## src/design/ertst_defines.svh

```systemverilog
// Offsets, field positions, reset values and counts of the run-length test block
`ifndef ERTST_DEFINES_SVH
`define ERTST_DEFINES_SVH
`define ERTST_OFS_MAIN_CTRL 8'h00
`define ERTST_OFS_MISC      8'h0C
`define ERTST_OFS_RUN5      8'h34
`define ERTST_OFS_RUN6      8'h38
`define ERTST_OFS_STAT      8'h3C
`define ERTST_BIT_PROG_MODE 16
`define ERTST_BIT_ERR       12
`define ERTST_BIT_ENTV      10
`define ERTST_BIT_RSTDEF    6
`define ERTST_BIT_DIS       5
`define ERTST_RTY_LSB       16
`define ERTST_RTY_RST       4'h1
`define ERTST_R5_RNG_RST    11'h013
`define ERTST_R5_MAX_RST    11'h012
`define ERTST_R6_RNG_RST    11'h012
`define ERTST_R6_MAX_RST    11'h011
`define ERTST_DIS_RNG       11'h7FF
`define ERTST_DIS_MAX       11'h7FE
`define ERTST_SAMPLE_LAST   12'h3FF
`endif

```

## src/design/ertst_pkg.sv

```systemverilog
// Types shared by the run-length test block
package ertst_pkg;
    typedef struct packed {
        logic [10:0] rng;
        logic [10:0] max;
    } ertst_limit_t;

    // Results of the tests computed outside this block
    typedef struct packed {
        logic monobit_fail;
        logic poker_fail;
        logic long_run_fail;
        logic sparse_bit_fail;
        logic len4_ones_fail;
        logic len4_zeros_fail;
        logic len3_ones_fail;
        logic len3_zeros_fail;
        logic len2_ones_fail;
        logic len2_zeros_fail;
        logic len1_ones_fail;
        logic len1_zeros_fail;
    } ertst_ext_fail_t;

    typedef enum logic [2:0] {ST_IDLE, ST_GEN, ST_SETTLE, ST_EVAL, ST_DONE, ST_ERR} ertst_state_t;
endpackage : ertst_pkg

```

## src/design/ertst_run_tracker.sv

```systemverilog
// Finds bounded runs of five and of six or more equal bits in the sample stream
`timescale 1ns/1ps
module ertst_run_tracker (
    // Clock and reset
    input  wire logic       clk_sys,
    input  wire logic       srst,
    // Control and samples
    input  wire logic       clear,
    input  wire logic       bit_valid,
    input  wire logic       bit_in,
    // Run events, one-cycle pulses
    output logic            ev5_one_q,
    output logic            ev5_zero_q,
    output logic            ev6_one_q,
    output logic            ev6_zero_q
);
    logic       last_q;
    logic [2:0] len_q;
    logic       seen_q;
    logic       bounded_q;

    // Run length saturates at six, so every longer run counts as one six-plus run
    always_ff @(posedge clk_sys)
    begin
        if (srst || clear)
        begin
            last_q    <= 1'b0;
            len_q     <= 3'h0;
            seen_q    <= 1'b0;
            bounded_q <= 1'b0;
        end
        else if (bit_valid)
        begin
            if (!seen_q)
            begin
                seen_q <= 1'b1;
                last_q <= bit_in;
                len_q  <= 3'h1;
            end
            else if (bit_in == last_q)
            begin
                len_q <= (len_q == 3'h6) ? 3'h6 : len_q + 3'h1;
            end
            else
            begin
                last_q    <= bit_in;
                len_q     <= 3'h1;
                bounded_q <= 1'b1;
            end
        end
    end

    // A run counts only when an opposite bit stands on both sides of it
    always_ff @(posedge clk_sys)
    begin
        if (srst || clear)
        begin
            ev5_one_q  <= 1'b0;
            ev5_zero_q <= 1'b0;
            ev6_one_q  <= 1'b0;
            ev6_zero_q <= 1'b0;
        end
        else
        begin
            ev5_one_q  <= bit_valid && bounded_q && (bit_in != last_q) && last_q && (len_q == 3'h5);
            ev5_zero_q <= bit_valid && bounded_q && (bit_in != last_q) && !last_q && (len_q == 3'h5);
            ev6_one_q  <= bit_valid && bounded_q && (bit_in != last_q) && last_q && (len_q == 3'h6);
            ev6_zero_q <= bit_valid && bounded_q && (bit_in != last_q) && !last_q && (len_q == 3'h6);
        end
    end
endmodule : ertst_run_tracker

```

## src/design/ertst_limit_counter.sv

```systemverilog
// Pair of down counters for one run length, with pass/fail against the limits
`timescale 1ns/1ps
module ertst_limit_counter (
    // Clock and reset
    input  wire logic                  clk_sys,
    input  wire logic                  srst,
    // Control
    input  wire logic                  load,
    input  wire ertst_pkg::ertst_limit_t limit,
    input  wire logic                  dec_one,
    input  wire logic                  dec_zero,
    // Counts and verdicts
    output logic [10:0]                ones_q,
    output logic [10:0]                zeros_q,
    output logic                       fail_ones,
    output logic                       fail_zeros
);
    // Counters start at the maximum and stop at zero instead of wrapping
    always_ff @(posedge clk_sys)
    begin
        if (srst)
        begin
            ones_q  <= 11'h000;
            zeros_q <= 11'h000;
        end
        else if (load)
        begin
            ones_q  <= limit.max;
            zeros_q <= limit.max;
        end
        else
        begin
            if (dec_one && ones_q != 11'h000)
                ones_q <= ones_q - 11'h001;
            if (dec_zero && zeros_q != 11'h000)
                zeros_q <= zeros_q - 11'h001;
        end
    end

    // Runs = max - count; runs < max means count > 0, runs > max - rng means count < rng
    assign fail_ones  = (ones_q == 11'h000) || (ones_q >= limit.rng);
    assign fail_zeros = (zeros_q == 11'h000) || (zeros_q >= limit.rng);
endmodule : ertst_limit_counter

```

## src/design/ertst_run_status.sv

```systemverilog
// APB register block, run-length 5 and 6+ checks, retry sequencing and test status
//
// The APB register port was chosen for this implementation.
`include "ertst_defines.svh"
`timescale 1ns/1ps
module ertst_run_status (
    // Clock and reset
    input  wire logic                     clk_sys,
    input  wire logic                     srst,
    // APB slave
    input  wire logic                     psel,
    input  wire logic                     penable,
    input  wire logic                     pwrite,
    input  wire logic [7:0]               paddr,
    input  wire logic [31:0]              pwdata,
    output logic [31:0]                   prdata,
    output logic                          pready,
    output logic                          pslverr,
    // Sample stream and results of the other tests, same clock
    input  wire logic                     sample_valid,
    input  wire logic                     sample_bit,
    input  wire ertst_pkg::ertst_ext_fail_t ext_fail,
    // Generation state
    output logic                          gen_active,
    output logic                          entropy_valid,
    output logic                          test_error
);
    ertst_pkg::ertst_state_t    state_q;
    ertst_pkg::ertst_limit_t    lim5_q;
    ertst_pkg::ertst_limit_t    lim6_q;
    logic                       program_mode_q;
    logic [3:0]                 retry_setting_q;
    logic [3:0]                 retries_left_q;
    logic [15:0]                status_q;
    logic [11:0]                sample_cnt_q;
    logic                       acc_done;
    logic                       wr_ctrl;
    logic                       wr_misc;
    logic                       start;
    logic                       restart;
    logic                       load;
    logic                       any_fail;
    logic [10:0]                r5_ones;
    logic [10:0]                r5_zeros;
    logic [10:0]                r6_ones;
    logic [10:0]                r6_zeros;
    logic                       f5_ones;
    logic                       f5_zeros;
    logic                       f6_ones;
    logic                       f6_zeros;
    logic                       ev5_one;
    logic                       ev5_zero;
    logic                       ev6_one;
    logic                       ev6_zero;
    logic [31:0]                rd_d;
    logic                       err_d;

    // Two 11-bit fields placed at 26:16 and 10:0
    function automatic logic [31:0] pack_pair(input logic [10:0] hi, input logic [10:0] lo);
        pack_pair = {5'h00, hi, 5'h00, lo};
    endfunction : pack_pair

    // Write acts only at the edge where the master sees pready high
    assign acc_done = psel && penable && pready;
    assign wr_ctrl  = acc_done && pwrite && (paddr == `ERTST_OFS_MAIN_CTRL);
    assign wr_misc  = acc_done && pwrite && (paddr == `ERTST_OFS_MISC);
    // Leaving program mode starts a fresh generation
    assign start    = wr_ctrl && program_mode_q && !pwdata[`ERTST_BIT_PROG_MODE];
    assign any_fail = f5_ones || f5_zeros || f6_ones || f6_zeros || (|ext_fail);
    assign restart  = (state_q == ertst_pkg::ST_EVAL) && any_fail
                      && (retries_left_q != 4'h0);
    assign load     = start || restart;

    ertst_run_tracker u_tracker (
        .clk_sys    (clk_sys),
        .srst       (srst),
        .clear      (load),
        .bit_valid  (sample_valid && (state_q == ertst_pkg::ST_GEN)),
        .bit_in     (sample_bit),
        .ev5_one_q  (ev5_one),
        .ev5_zero_q (ev5_zero),
        .ev6_one_q  (ev6_one),
        .ev6_zero_q (ev6_zero)
    );

    // Length-5 counters loaded from the programmed maximum
    ertst_limit_counter u_cnt5 (
        .clk_sys    (clk_sys),
        .srst       (srst),
        .load       (load),
        .limit      (lim5_q),
        .dec_one    (ev5_one),
        .dec_zero   (ev5_zero),
        .ones_q     (r5_ones),
        .zeros_q    (r5_zeros),
        .fail_ones  (f5_ones),
        .fail_zeros (f5_zeros)
    );

    // Six-plus counters loaded from the programmed maximum
    ertst_limit_counter u_cnt6 (
        .clk_sys    (clk_sys),
        .srst       (srst),
        .load       (load),
        .limit      (lim6_q),
        .dec_one    (ev6_one),
        .dec_zero   (ev6_zero),
        .ones_q     (r6_ones),
        .zeros_q    (r6_zeros),
        .fail_ones  (f6_ones),
        .fail_zeros (f6_zeros)
    );

    // Program/run mode bit
    always_ff @(posedge clk_sys)
    begin
        if (srst)
            program_mode_q <= 1'b1;
        else if (wr_ctrl)
            program_mode_q <= pwdata[`ERTST_BIT_PROG_MODE];
    end

    // Limit registers; self-test disable wins if both action bits are written together
    always_ff @(posedge clk_sys)
    begin
        if (srst)
        begin
            lim5_q <= '{rng: `ERTST_R5_RNG_RST, max: `ERTST_R5_MAX_RST};
            lim6_q <= '{rng: `ERTST_R6_RNG_RST, max: `ERTST_R6_MAX_RST};
        end
        else if (wr_ctrl && pwdata[`ERTST_BIT_DIS])
        begin
            lim5_q <= '{rng: `ERTST_DIS_RNG, max: `ERTST_DIS_MAX};
            lim6_q <= '{rng: `ERTST_DIS_RNG, max: `ERTST_DIS_MAX};
        end
        else if (wr_ctrl && pwdata[`ERTST_BIT_RSTDEF])
        begin
            lim5_q <= '{rng: `ERTST_R5_RNG_RST, max: `ERTST_R5_MAX_RST};
            lim6_q <= '{rng: `ERTST_R6_RNG_RST, max: `ERTST_R6_MAX_RST};
        end
        else if (acc_done && pwrite && program_mode_q)
        begin
            // In run mode the same offsets are read-only counts, so writes drop out
            if (paddr == `ERTST_OFS_RUN5)
                lim5_q <= '{rng: pwdata[26:16], max: pwdata[10:0]};
            if (paddr == `ERTST_OFS_RUN6)
                lim6_q <= '{rng: pwdata[26:16], max: pwdata[10:0]};
        end
    end

    // Retry setting and live retry count; a software write wins over a decrement
    always_ff @(posedge clk_sys)
    begin
        if (srst)
        begin
            retry_setting_q <= `ERTST_RTY_RST;
            retries_left_q  <= `ERTST_RTY_RST;
        end
        else if (wr_misc)
        begin
            retry_setting_q <= pwdata[`ERTST_RTY_LSB +: 4];
            retries_left_q  <= pwdata[`ERTST_RTY_LSB +: 4];
        end
        else if (start)
            retries_left_q <= retry_setting_q;
        else if (restart)
            retries_left_q <= retries_left_q - 4'h1;
    end

    // Generation sequence: sample, let the counters settle one cycle, then judge
    always_ff @(posedge clk_sys)
    begin
        if (srst)
            state_q <= ertst_pkg::ST_IDLE;
        else if (wr_ctrl && pwdata[`ERTST_BIT_PROG_MODE])
            state_q <= ertst_pkg::ST_IDLE;
        else if (load)
            state_q <= ertst_pkg::ST_GEN;
        else
        begin
            unique case (state_q)
                ertst_pkg::ST_IDLE:   state_q <= ertst_pkg::ST_IDLE;
                ertst_pkg::ST_GEN:
                    if (sample_valid && sample_cnt_q == `ERTST_SAMPLE_LAST)
                        state_q <= ertst_pkg::ST_SETTLE;
                ertst_pkg::ST_SETTLE: state_q <= ertst_pkg::ST_EVAL;
                ertst_pkg::ST_EVAL:
                    state_q <= any_fail ? ertst_pkg::ST_ERR : ertst_pkg::ST_DONE;
                ertst_pkg::ST_DONE:   state_q <= ertst_pkg::ST_DONE;
                ertst_pkg::ST_ERR:    state_q <= ertst_pkg::ST_ERR;
                default:              state_q <= ertst_pkg::ST_IDLE;
            endcase
        end
    end

    // Sample counter restarts with every generation attempt
    always_ff @(posedge clk_sys)
    begin
        if (srst || load)
            sample_cnt_q <= 12'h000;
        else if (state_q == ertst_pkg::ST_GEN && sample_valid)
            sample_cnt_q <= sample_cnt_q + 12'h001;
    end

    // Test results are latched at each judgement, retries included
    always_ff @(posedge clk_sys)
    begin
        if (srst)
            status_q <= 16'h0000;
        else if (state_q == ertst_pkg::ST_EVAL)
            status_q <= {ext_fail.monobit_fail, ext_fail.poker_fail,
                         ext_fail.long_run_fail, ext_fail.sparse_bit_fail,
                         f6_ones, f6_zeros, f5_ones, f5_zeros,
                         ext_fail.len4_ones_fail, ext_fail.len4_zeros_fail,
                         ext_fail.len3_ones_fail, ext_fail.len3_zeros_fail,
                         ext_fail.len2_ones_fail, ext_fail.len2_zeros_fail,
                         ext_fail.len1_ones_fail, ext_fail.len1_zeros_fail};
    end

    // Read decode; shared offsets flip with the mode bit
    always_comb
    begin
        rd_d  = 32'h0000_0000;
        err_d = 1'b0;
        unique case (paddr)
            `ERTST_OFS_MAIN_CTRL:
            begin
                rd_d[`ERTST_BIT_PROG_MODE] = program_mode_q;
                rd_d[`ERTST_BIT_ERR]  = (state_q == ertst_pkg::ST_ERR);
                rd_d[`ERTST_BIT_ENTV] = (state_q == ertst_pkg::ST_DONE);
            end
            `ERTST_OFS_MISC: rd_d[`ERTST_RTY_LSB +: 4] = retry_setting_q;
            `ERTST_OFS_RUN5:
                rd_d = program_mode_q ? pack_pair(lim5_q.rng, lim5_q.max)
                                      : pack_pair(r5_ones, r5_zeros);
            `ERTST_OFS_RUN6:
                rd_d = program_mode_q ? pack_pair(lim6_q.rng, lim6_q.max)
                                      : pack_pair(r6_ones, r6_zeros);
            `ERTST_OFS_STAT:
                if (!program_mode_q)
                    rd_d = {12'h000, retries_left_q, status_q};
            default: err_d = 1'b1;
        endcase
    end

    // One wait state: data and error are registered in the first access cycle
    always_ff @(posedge clk_sys)
    begin
        if (srst)
        begin
            pready  <= 1'b0;
            prdata  <= 32'h0000_0000;
            pslverr <= 1'b0;
        end
        else
        begin
            pready  <= psel && penable && !pready;
            prdata  <= (psel && penable && !pready && !pwrite) ? rd_d : 32'h0000_0000;
            pslverr <= psel && penable && !pready && err_d;
        end
    end

    // Status outputs, registered
    always_ff @(posedge clk_sys)
    begin
        if (srst)
        begin
            gen_active    <= 1'b0;
            entropy_valid <= 1'b0;
            test_error    <= 1'b0;
        end
        else
        begin
            gen_active    <= (state_q == ertst_pkg::ST_GEN) || (state_q == ertst_pkg::ST_SETTLE);
            entropy_valid <= (state_q == ertst_pkg::ST_DONE);
            test_error    <= (state_q == ertst_pkg::ST_ERR);
        end
    end

    a_stat_prog_zero: assert property (@(posedge clk_sys) disable iff (srst)
        psel && penable && !pready && !pwrite && paddr == `ERTST_OFS_STAT && program_mode_q
        |=> prdata == 32'h0000_0000) else $error("status not zero in program mode");
    a_retry_decrement: assert property (@(posedge clk_sys) disable iff (srst)
        restart && !wr_misc |=> retries_left_q == $past(retries_left_q) - 4'h1
        && state_q == ertst_pkg::ST_GEN) else $error("retry did not decrement");
    a_fail_error: assert property (@(posedge clk_sys) disable iff (srst)
        state_q == ertst_pkg::ST_EVAL && any_fail && retries_left_q == 4'h0 && !wr_ctrl
        |=> state_q == ertst_pkg::ST_ERR ##1 test_error) else $error("no error raised");
    a_retry_default: assert property (@(posedge clk_sys)
        $past(srst) && srst |=> retry_setting_q == 4'h1) else $error("retry default wrong");
    a_dis_limits: assert property (@(posedge clk_sys) disable iff (srst)
        wr_ctrl && pwdata[`ERTST_BIT_DIS] |=> lim5_q.rng == 11'h7FF && lim5_q.max == 11'h7FE
        && lim6_q.rng == 11'h7FF && lim6_q.max == 11'h7FE) else $error("disable load wrong");
    a_rstdef_limits: assert property (@(posedge clk_sys) disable iff (srst)
        wr_ctrl && pwdata[`ERTST_BIT_RSTDEF] && !pwdata[`ERTST_BIT_DIS]
        |=> lim5_q.max == 11'h012 && lim5_q.rng == 11'h013 && lim6_q.max == 11'h011
        && lim6_q.rng == 11'h012) else $error("restore defaults wrong");
    a_ro_write_ignored: assert property (@(posedge clk_sys) disable iff (srst)
        acc_done && pwrite && !program_mode_q && paddr == `ERTST_OFS_RUN5
        |=> $stable(lim5_q)) else $error("readback write changed limit");
    a_r5_status_map: assert property (@(posedge clk_sys) disable iff (srst)
        state_q == ertst_pkg::ST_EVAL |=> status_q[9:8] == $past({f5_ones, f5_zeros})
        && status_q[11:10] == $past({f6_ones, f6_zeros})) else $error("status map wrong");
    a_cnt_load_max: assert property (@(posedge clk_sys) disable iff (srst)
        load |=> r5_ones == $past(lim5_q.max) && r6_zeros == $past(lim6_q.max))
        else $error("load wrong");
    // Every access gets exactly one wait state
    a_ready_wait: assert property (@(posedge clk_sys) disable iff (srst)
        psel && penable && !pready |=> pready) else $error("pready not after one wait");
    // Each start reloads the live retry count from the setting
    a_retry_reload: assert property (@(posedge clk_sys) disable iff (srst)
        start |=> retries_left_q == $past(retry_setting_q)) else $error("retry not reloaded");

    c_pass_done: cover property (@(posedge clk_sys) disable iff (srst)
        state_q == ertst_pkg::ST_EVAL && !any_fail);
    c_retry: cover property (@(posedge clk_sys) disable iff (srst) restart);
    c_error: cover property (@(posedge clk_sys) disable iff (srst) $rose(test_error));
    c_dis_load: cover property (@(posedge clk_sys) disable iff (srst)
        wr_ctrl && pwdata[`ERTST_BIT_DIS]);
    c_ro_write: cover property (@(posedge clk_sys) disable iff (srst)
        acc_done && pwrite && !program_mode_q);
endmodule : ertst_run_status

```

## config.mk

```make
export PLATFORM = sky130hd
export DESIGN_NAME = ertst_run_status
export DESIGN_NICKNAME = d
export VERILOG_FILES = /design/src/design/ertst_pkg.sv /design/src/design/ertst_run_tracker.sv /design/src/design/ertst_limit_counter.sv /design/src/design/ertst_run_status.sv
export VERILOG_INCLUDE_DIRS = /design/src /design/src/design
export SDC_FILE = /design/constraint.sdc
export NUM_CORES = 1
export LEC_CHECK = 0
export BUFFER_PORTS_ARGS = -buffer_cell sky130_fd_sc_hd__buf_2
export CAP_MARGIN = 5
export CORE_MARGIN = 2
export CORE_UTILIZATION = 59
export CTS_CLUSTER_DIAMETER = 100
export DETAILED_ROUTE_END_ITERATION = 8
export GPL_TIMING_DRIVEN = 0
export PLACE_DENSITY = 0.79
export SLEW_MARGIN = 20
export SYNTH_ARGS = -nofsm -noshare
export SYNTH_HDL_FRONTEND = slang
export SYNTH_SLANG_ARGS = --single-unit
```

## constraint.sdc

```tcl
create_clock -name clk_sys -period 2.8 [get_ports clk_sys]
set_input_delay 0.42 -clock clk_sys [delete_from_list [all_inputs] [get_ports clk_sys]]
set_output_delay 0.42 -clock clk_sys [all_outputs]
set_load 0.03 [all_outputs]
```

==> metrics.md <==
| Metric | Value |
|---|---|
| Outcome | finished with violations |
| Failing checks | setup timing |
| Fin crit period | 2.85 ns |
| Cell Area, Synth | 8910 um^2 |
| Io pins | 96 |
| Antenna violations before repair | 0 |
| Detailed placement HPWL | roughly 22 mm |
| Crit end category | flop |
| DR iter-0 viols | between 1000 and 1500 |
| Clock Latency Late Sink | 0.45 ns |
| CTS Hold Buffers Added | 0 |
| Reg-to-reg endpoint | u_cnt5.ones_q[5] |
| Post-synth top flop | dfxtp_1 |
| Slew @ Worst Pin | 0.988 ns |
| First-pass DRT Iterations | 6 |
| Gr ovfl total | 0 |
| Pwr Total | 5.12 mW |
| Max_cap viols | 0 |
| Period utilisation layout | 1.02 |
| TritonCTS clock tree | done |
| Post-synth top area cell | dfxtp_1 |
| Max Clk Rate | 351 MHz |
| Clk_skew | 0.0100 ns |
| Placed cell count | approximately 1300 |
| Port bufs | 78 |
| R2R Setup Slk | -0.05 ns |
| Clk sinks | 170 |
| Worst hold start | ext_fail[8] |
| Final wirelength | about 30 mm |
| Largest net degree at the start of global routing | 17 |
| Slowest cell on the critical path | or4bb_4 |
| Cell mode on critical path | a21oi_2 |
| # setup viols final | 24 |
| Reg2Reg Launch Point | u_cnt5.zeros_q[2] |
| Worst R2R Path Depth | 10 |
| Initial Util | 0.609 |
| CP Cell Sequence | ha_4 -> a21oi_1 -> o21ai_1 -> a21oi_2 -> nor2_4 -> or4bb_4 -> o21ai_4 -> clkbuf_16 -> a21oi_2 -> a211oi_2 |
| Layout Area Growth over Synthesis | 21.4% |
| WHS Path Cells | 3 |
| Crit-path max FO | 7 |
| Asr flop ratio synth | 0 |
| GRT Util Overall | 0.358 |
| Ys Warns | 0 |
| Vias in the first global route | 7964 |
| Register area share after synthesis | 0.382 |
| Core Region | 14600 um^2 |
| Hold endpoint | status_q[12] |
| Area of the die | between 15000 and 20000 um^2 |
| Hold Crit Class | in -> reg |
| Max_slew headroom | 0.336 |
| Total number of vias | 8879 |
| DRC viols | 0 |
| #FFs+latches synth | 170 |
| Max IR drop VDD | 0.424 mV |
| DRT antenna net count | 0 |
| Layout cells sized above 1 | 0.235 |
| Required time of the critical path | between 3 and 4 ns |
| ANT cells | 0 |
| Worst path max stage delay | roughly 0.56 ns |
| Netlist cell types | between 60 and 70 |
| Critical path class | reg -> reg |
| GP Congestion | approximately 1.0 |
| Total Nets Final | 1306 |
| Dominant cells by area after synthesis | dfxtp_1, ha_1, nand2_1 |
| Clock Tree Root | clkbuf_16 |
| Die W | approximately 130 um |
| Mean area per synthesized cell | 8.31 um^2 |
| Clock buffers created by TritonCTS | 17 |
| First-pass GRT wire length | around 44 mm |
| Cell area power density | about 470 nW/um^2 |
| Worst setup SP type | flop |
| Leak Pwr | 4.27 nW |
| CTS max path bufs | 2 |
| Top cells by count, synth | dfxtp_1, nand2_1, a21oi_1 |
| WL per Instance | 21.8 um |
| Via/cell ratio | ~6.4 |
| Final Max Slew Viols | 0 |
| Row count | 44 |
| EDFF count, synth | 0 |
| Hold Fails Final Rpt | 0 |
| Worst Slack Setup Final | -0.0466 ns |
| Worst-path clk slew | 0.07 ns |
| Share of the synthesized area in the top cell type | 0.382 |
| CTS HTree Levels | 4 |
| Filler cell count | 1110 |
| Final non-filler cell total | roughly 1400 |
| Crit path DAT | ~3.2 ns |
| Die span in y | 127 um |
| Post-synthesis cell count | 1073 |
[cell usage in the layout (no fill, tap or decap), types with 5 or more instances in the layout]
master     instances
a211oi_1          26
a211oi_2          10
a21oi_1           96
a21oi_2           21
a221oi_1          25
and2_1             6
and3_1             7
buf_2             81
buf_4             20
buf_6              9
clkbuf_1          44
clkbuf_16         18
conb_1             5
dfxtp_1          140
dfxtp_2           26
ha_1              42
ha_4              12
inv_1             26
inv_2             10
mux2_2            24
mux2i_1           22
nand2_1          169
nand2b_1           7
nand3_1           26
nand4_1            9
nor2_1            74
nor2b_1           10
nor3_1            42
nor4_1            12
o211ai_1           5
o21ai_0           25
o21ai_1            8
o22a_1             7
or3_1              5
xnor2_1           30
xor2_1            18
[how the worst max path moves through the flow]
stage / from / endpoint / slack [ns]
2_1_floorplan: u_cnt6.zeros_q[0] / u_cnt5.ones_q[0] / 0.31
3_3_place_gp: paddr[5] / lim5_q[0] / -0.43
3_5_place_dp: paddr[5] / lim5_q[0] / -0.54
4_1_cts: lim5_q[13] / u_cnt5.ones_q[8] / -0.01
5_1_grt: u_cnt5.zeros_q[2] / u_cnt5.ones_q[4] / -0.1
6_report: u_cnt5.zeros_q[2] / u_cnt5.ones_q[5] / -0.05
[cells by family after synthesis]
kind of cell | after synthesis | share of synthesized area
compound gates | 251 | 0.177
xor+xnor | 48 | 0.0472
fa+ha+maj | 54 | 0.0758
buf+inv | 100 | 0.0477
flops | 170 | 0.382
mux | 46 | 0.0550
other cells | 1 | 0.000421
simple gates | 403 | 0.215
[repair_timing]
| action | 4_1_cts | 5_1_grt |
|---|---|---|
| hold endpoints to repair | 0 | 0 |
| gates cloned | 0 | 3 |
| resized for setup | 21 | 115 |
| pin swaps | 1 | 27 |
| endpoints found under the setup margin | 70 | 71 |
| buffers inserted | 2 | 14 |
[area by class of cell]
type	count	area, um^2	area share
inverters	38	148	0.0136
plain buffers	62	313	0.0289
well taps	184	230	0.0213
repair buffers	97	562	0.0519
flip-flops and latches	170	3450	0.319
clock inverters	14	195	0.0180
multi-input cells	807	5490	0.507
clock buffers	18	429	0.0397
[registers in the layout (all words and copies together) (netlist names), 11 cells and up]
signal and count:
u_cnt6.zeros_q 11, u_cnt6.ones_q 11, lim5_q 22, prdata 27, lim6_q 22, status_q 16, u_cnt5.ones_q 11, sample_cnt_q 12
u_cnt5.zeros_q 11
[per-stage QoR]
step	setup WS [ns]	hold WS (ns)	TNS, ns	utilization	cell area, um^2
after detailed placement	-0.539	0.444	-26.17	0.652	9550
after floorplan	0.309	0.429	0	-	8930
after global placement	-0.434	0.437	-22.80	0.652	9550
final	-0.0466	0.227	-0.382	0.739	10800
after global routing	-0.0996	0.242	-3.52	0.739	10800
after CTS	-0.0142	0.231	-0.0257	0.701	10300
[report_power, final]
part	internal [mW]	leakage [nW]	total [mW]	switching, mW
registers	2.41	1.38	2.41	0.000735
clock network	1.50	0.293	2.54	1.05
logic	0.0490	2.60	0.158	0.109
[critical path, delay by kind of cell, from the launching register on]
kind,cells,cell delay [ns]
AOI/OAI and AO/OA,6,1.18
DFF,1,0.44
buffers and inverters,1,0.23
adders and majority gates,1,0.24
and+or+nand+nor,2,0.64
[routing by layer]
layer  vias up  routed length, um  GRT usage
met5         -                  0          0
met4         0               1310      0.156
met3       116               2800     0.0839
met2       481              14200      0.570
met1      4229              12000      0.467
li1       4053                  -          -
(Power assumes the default switching activity.)
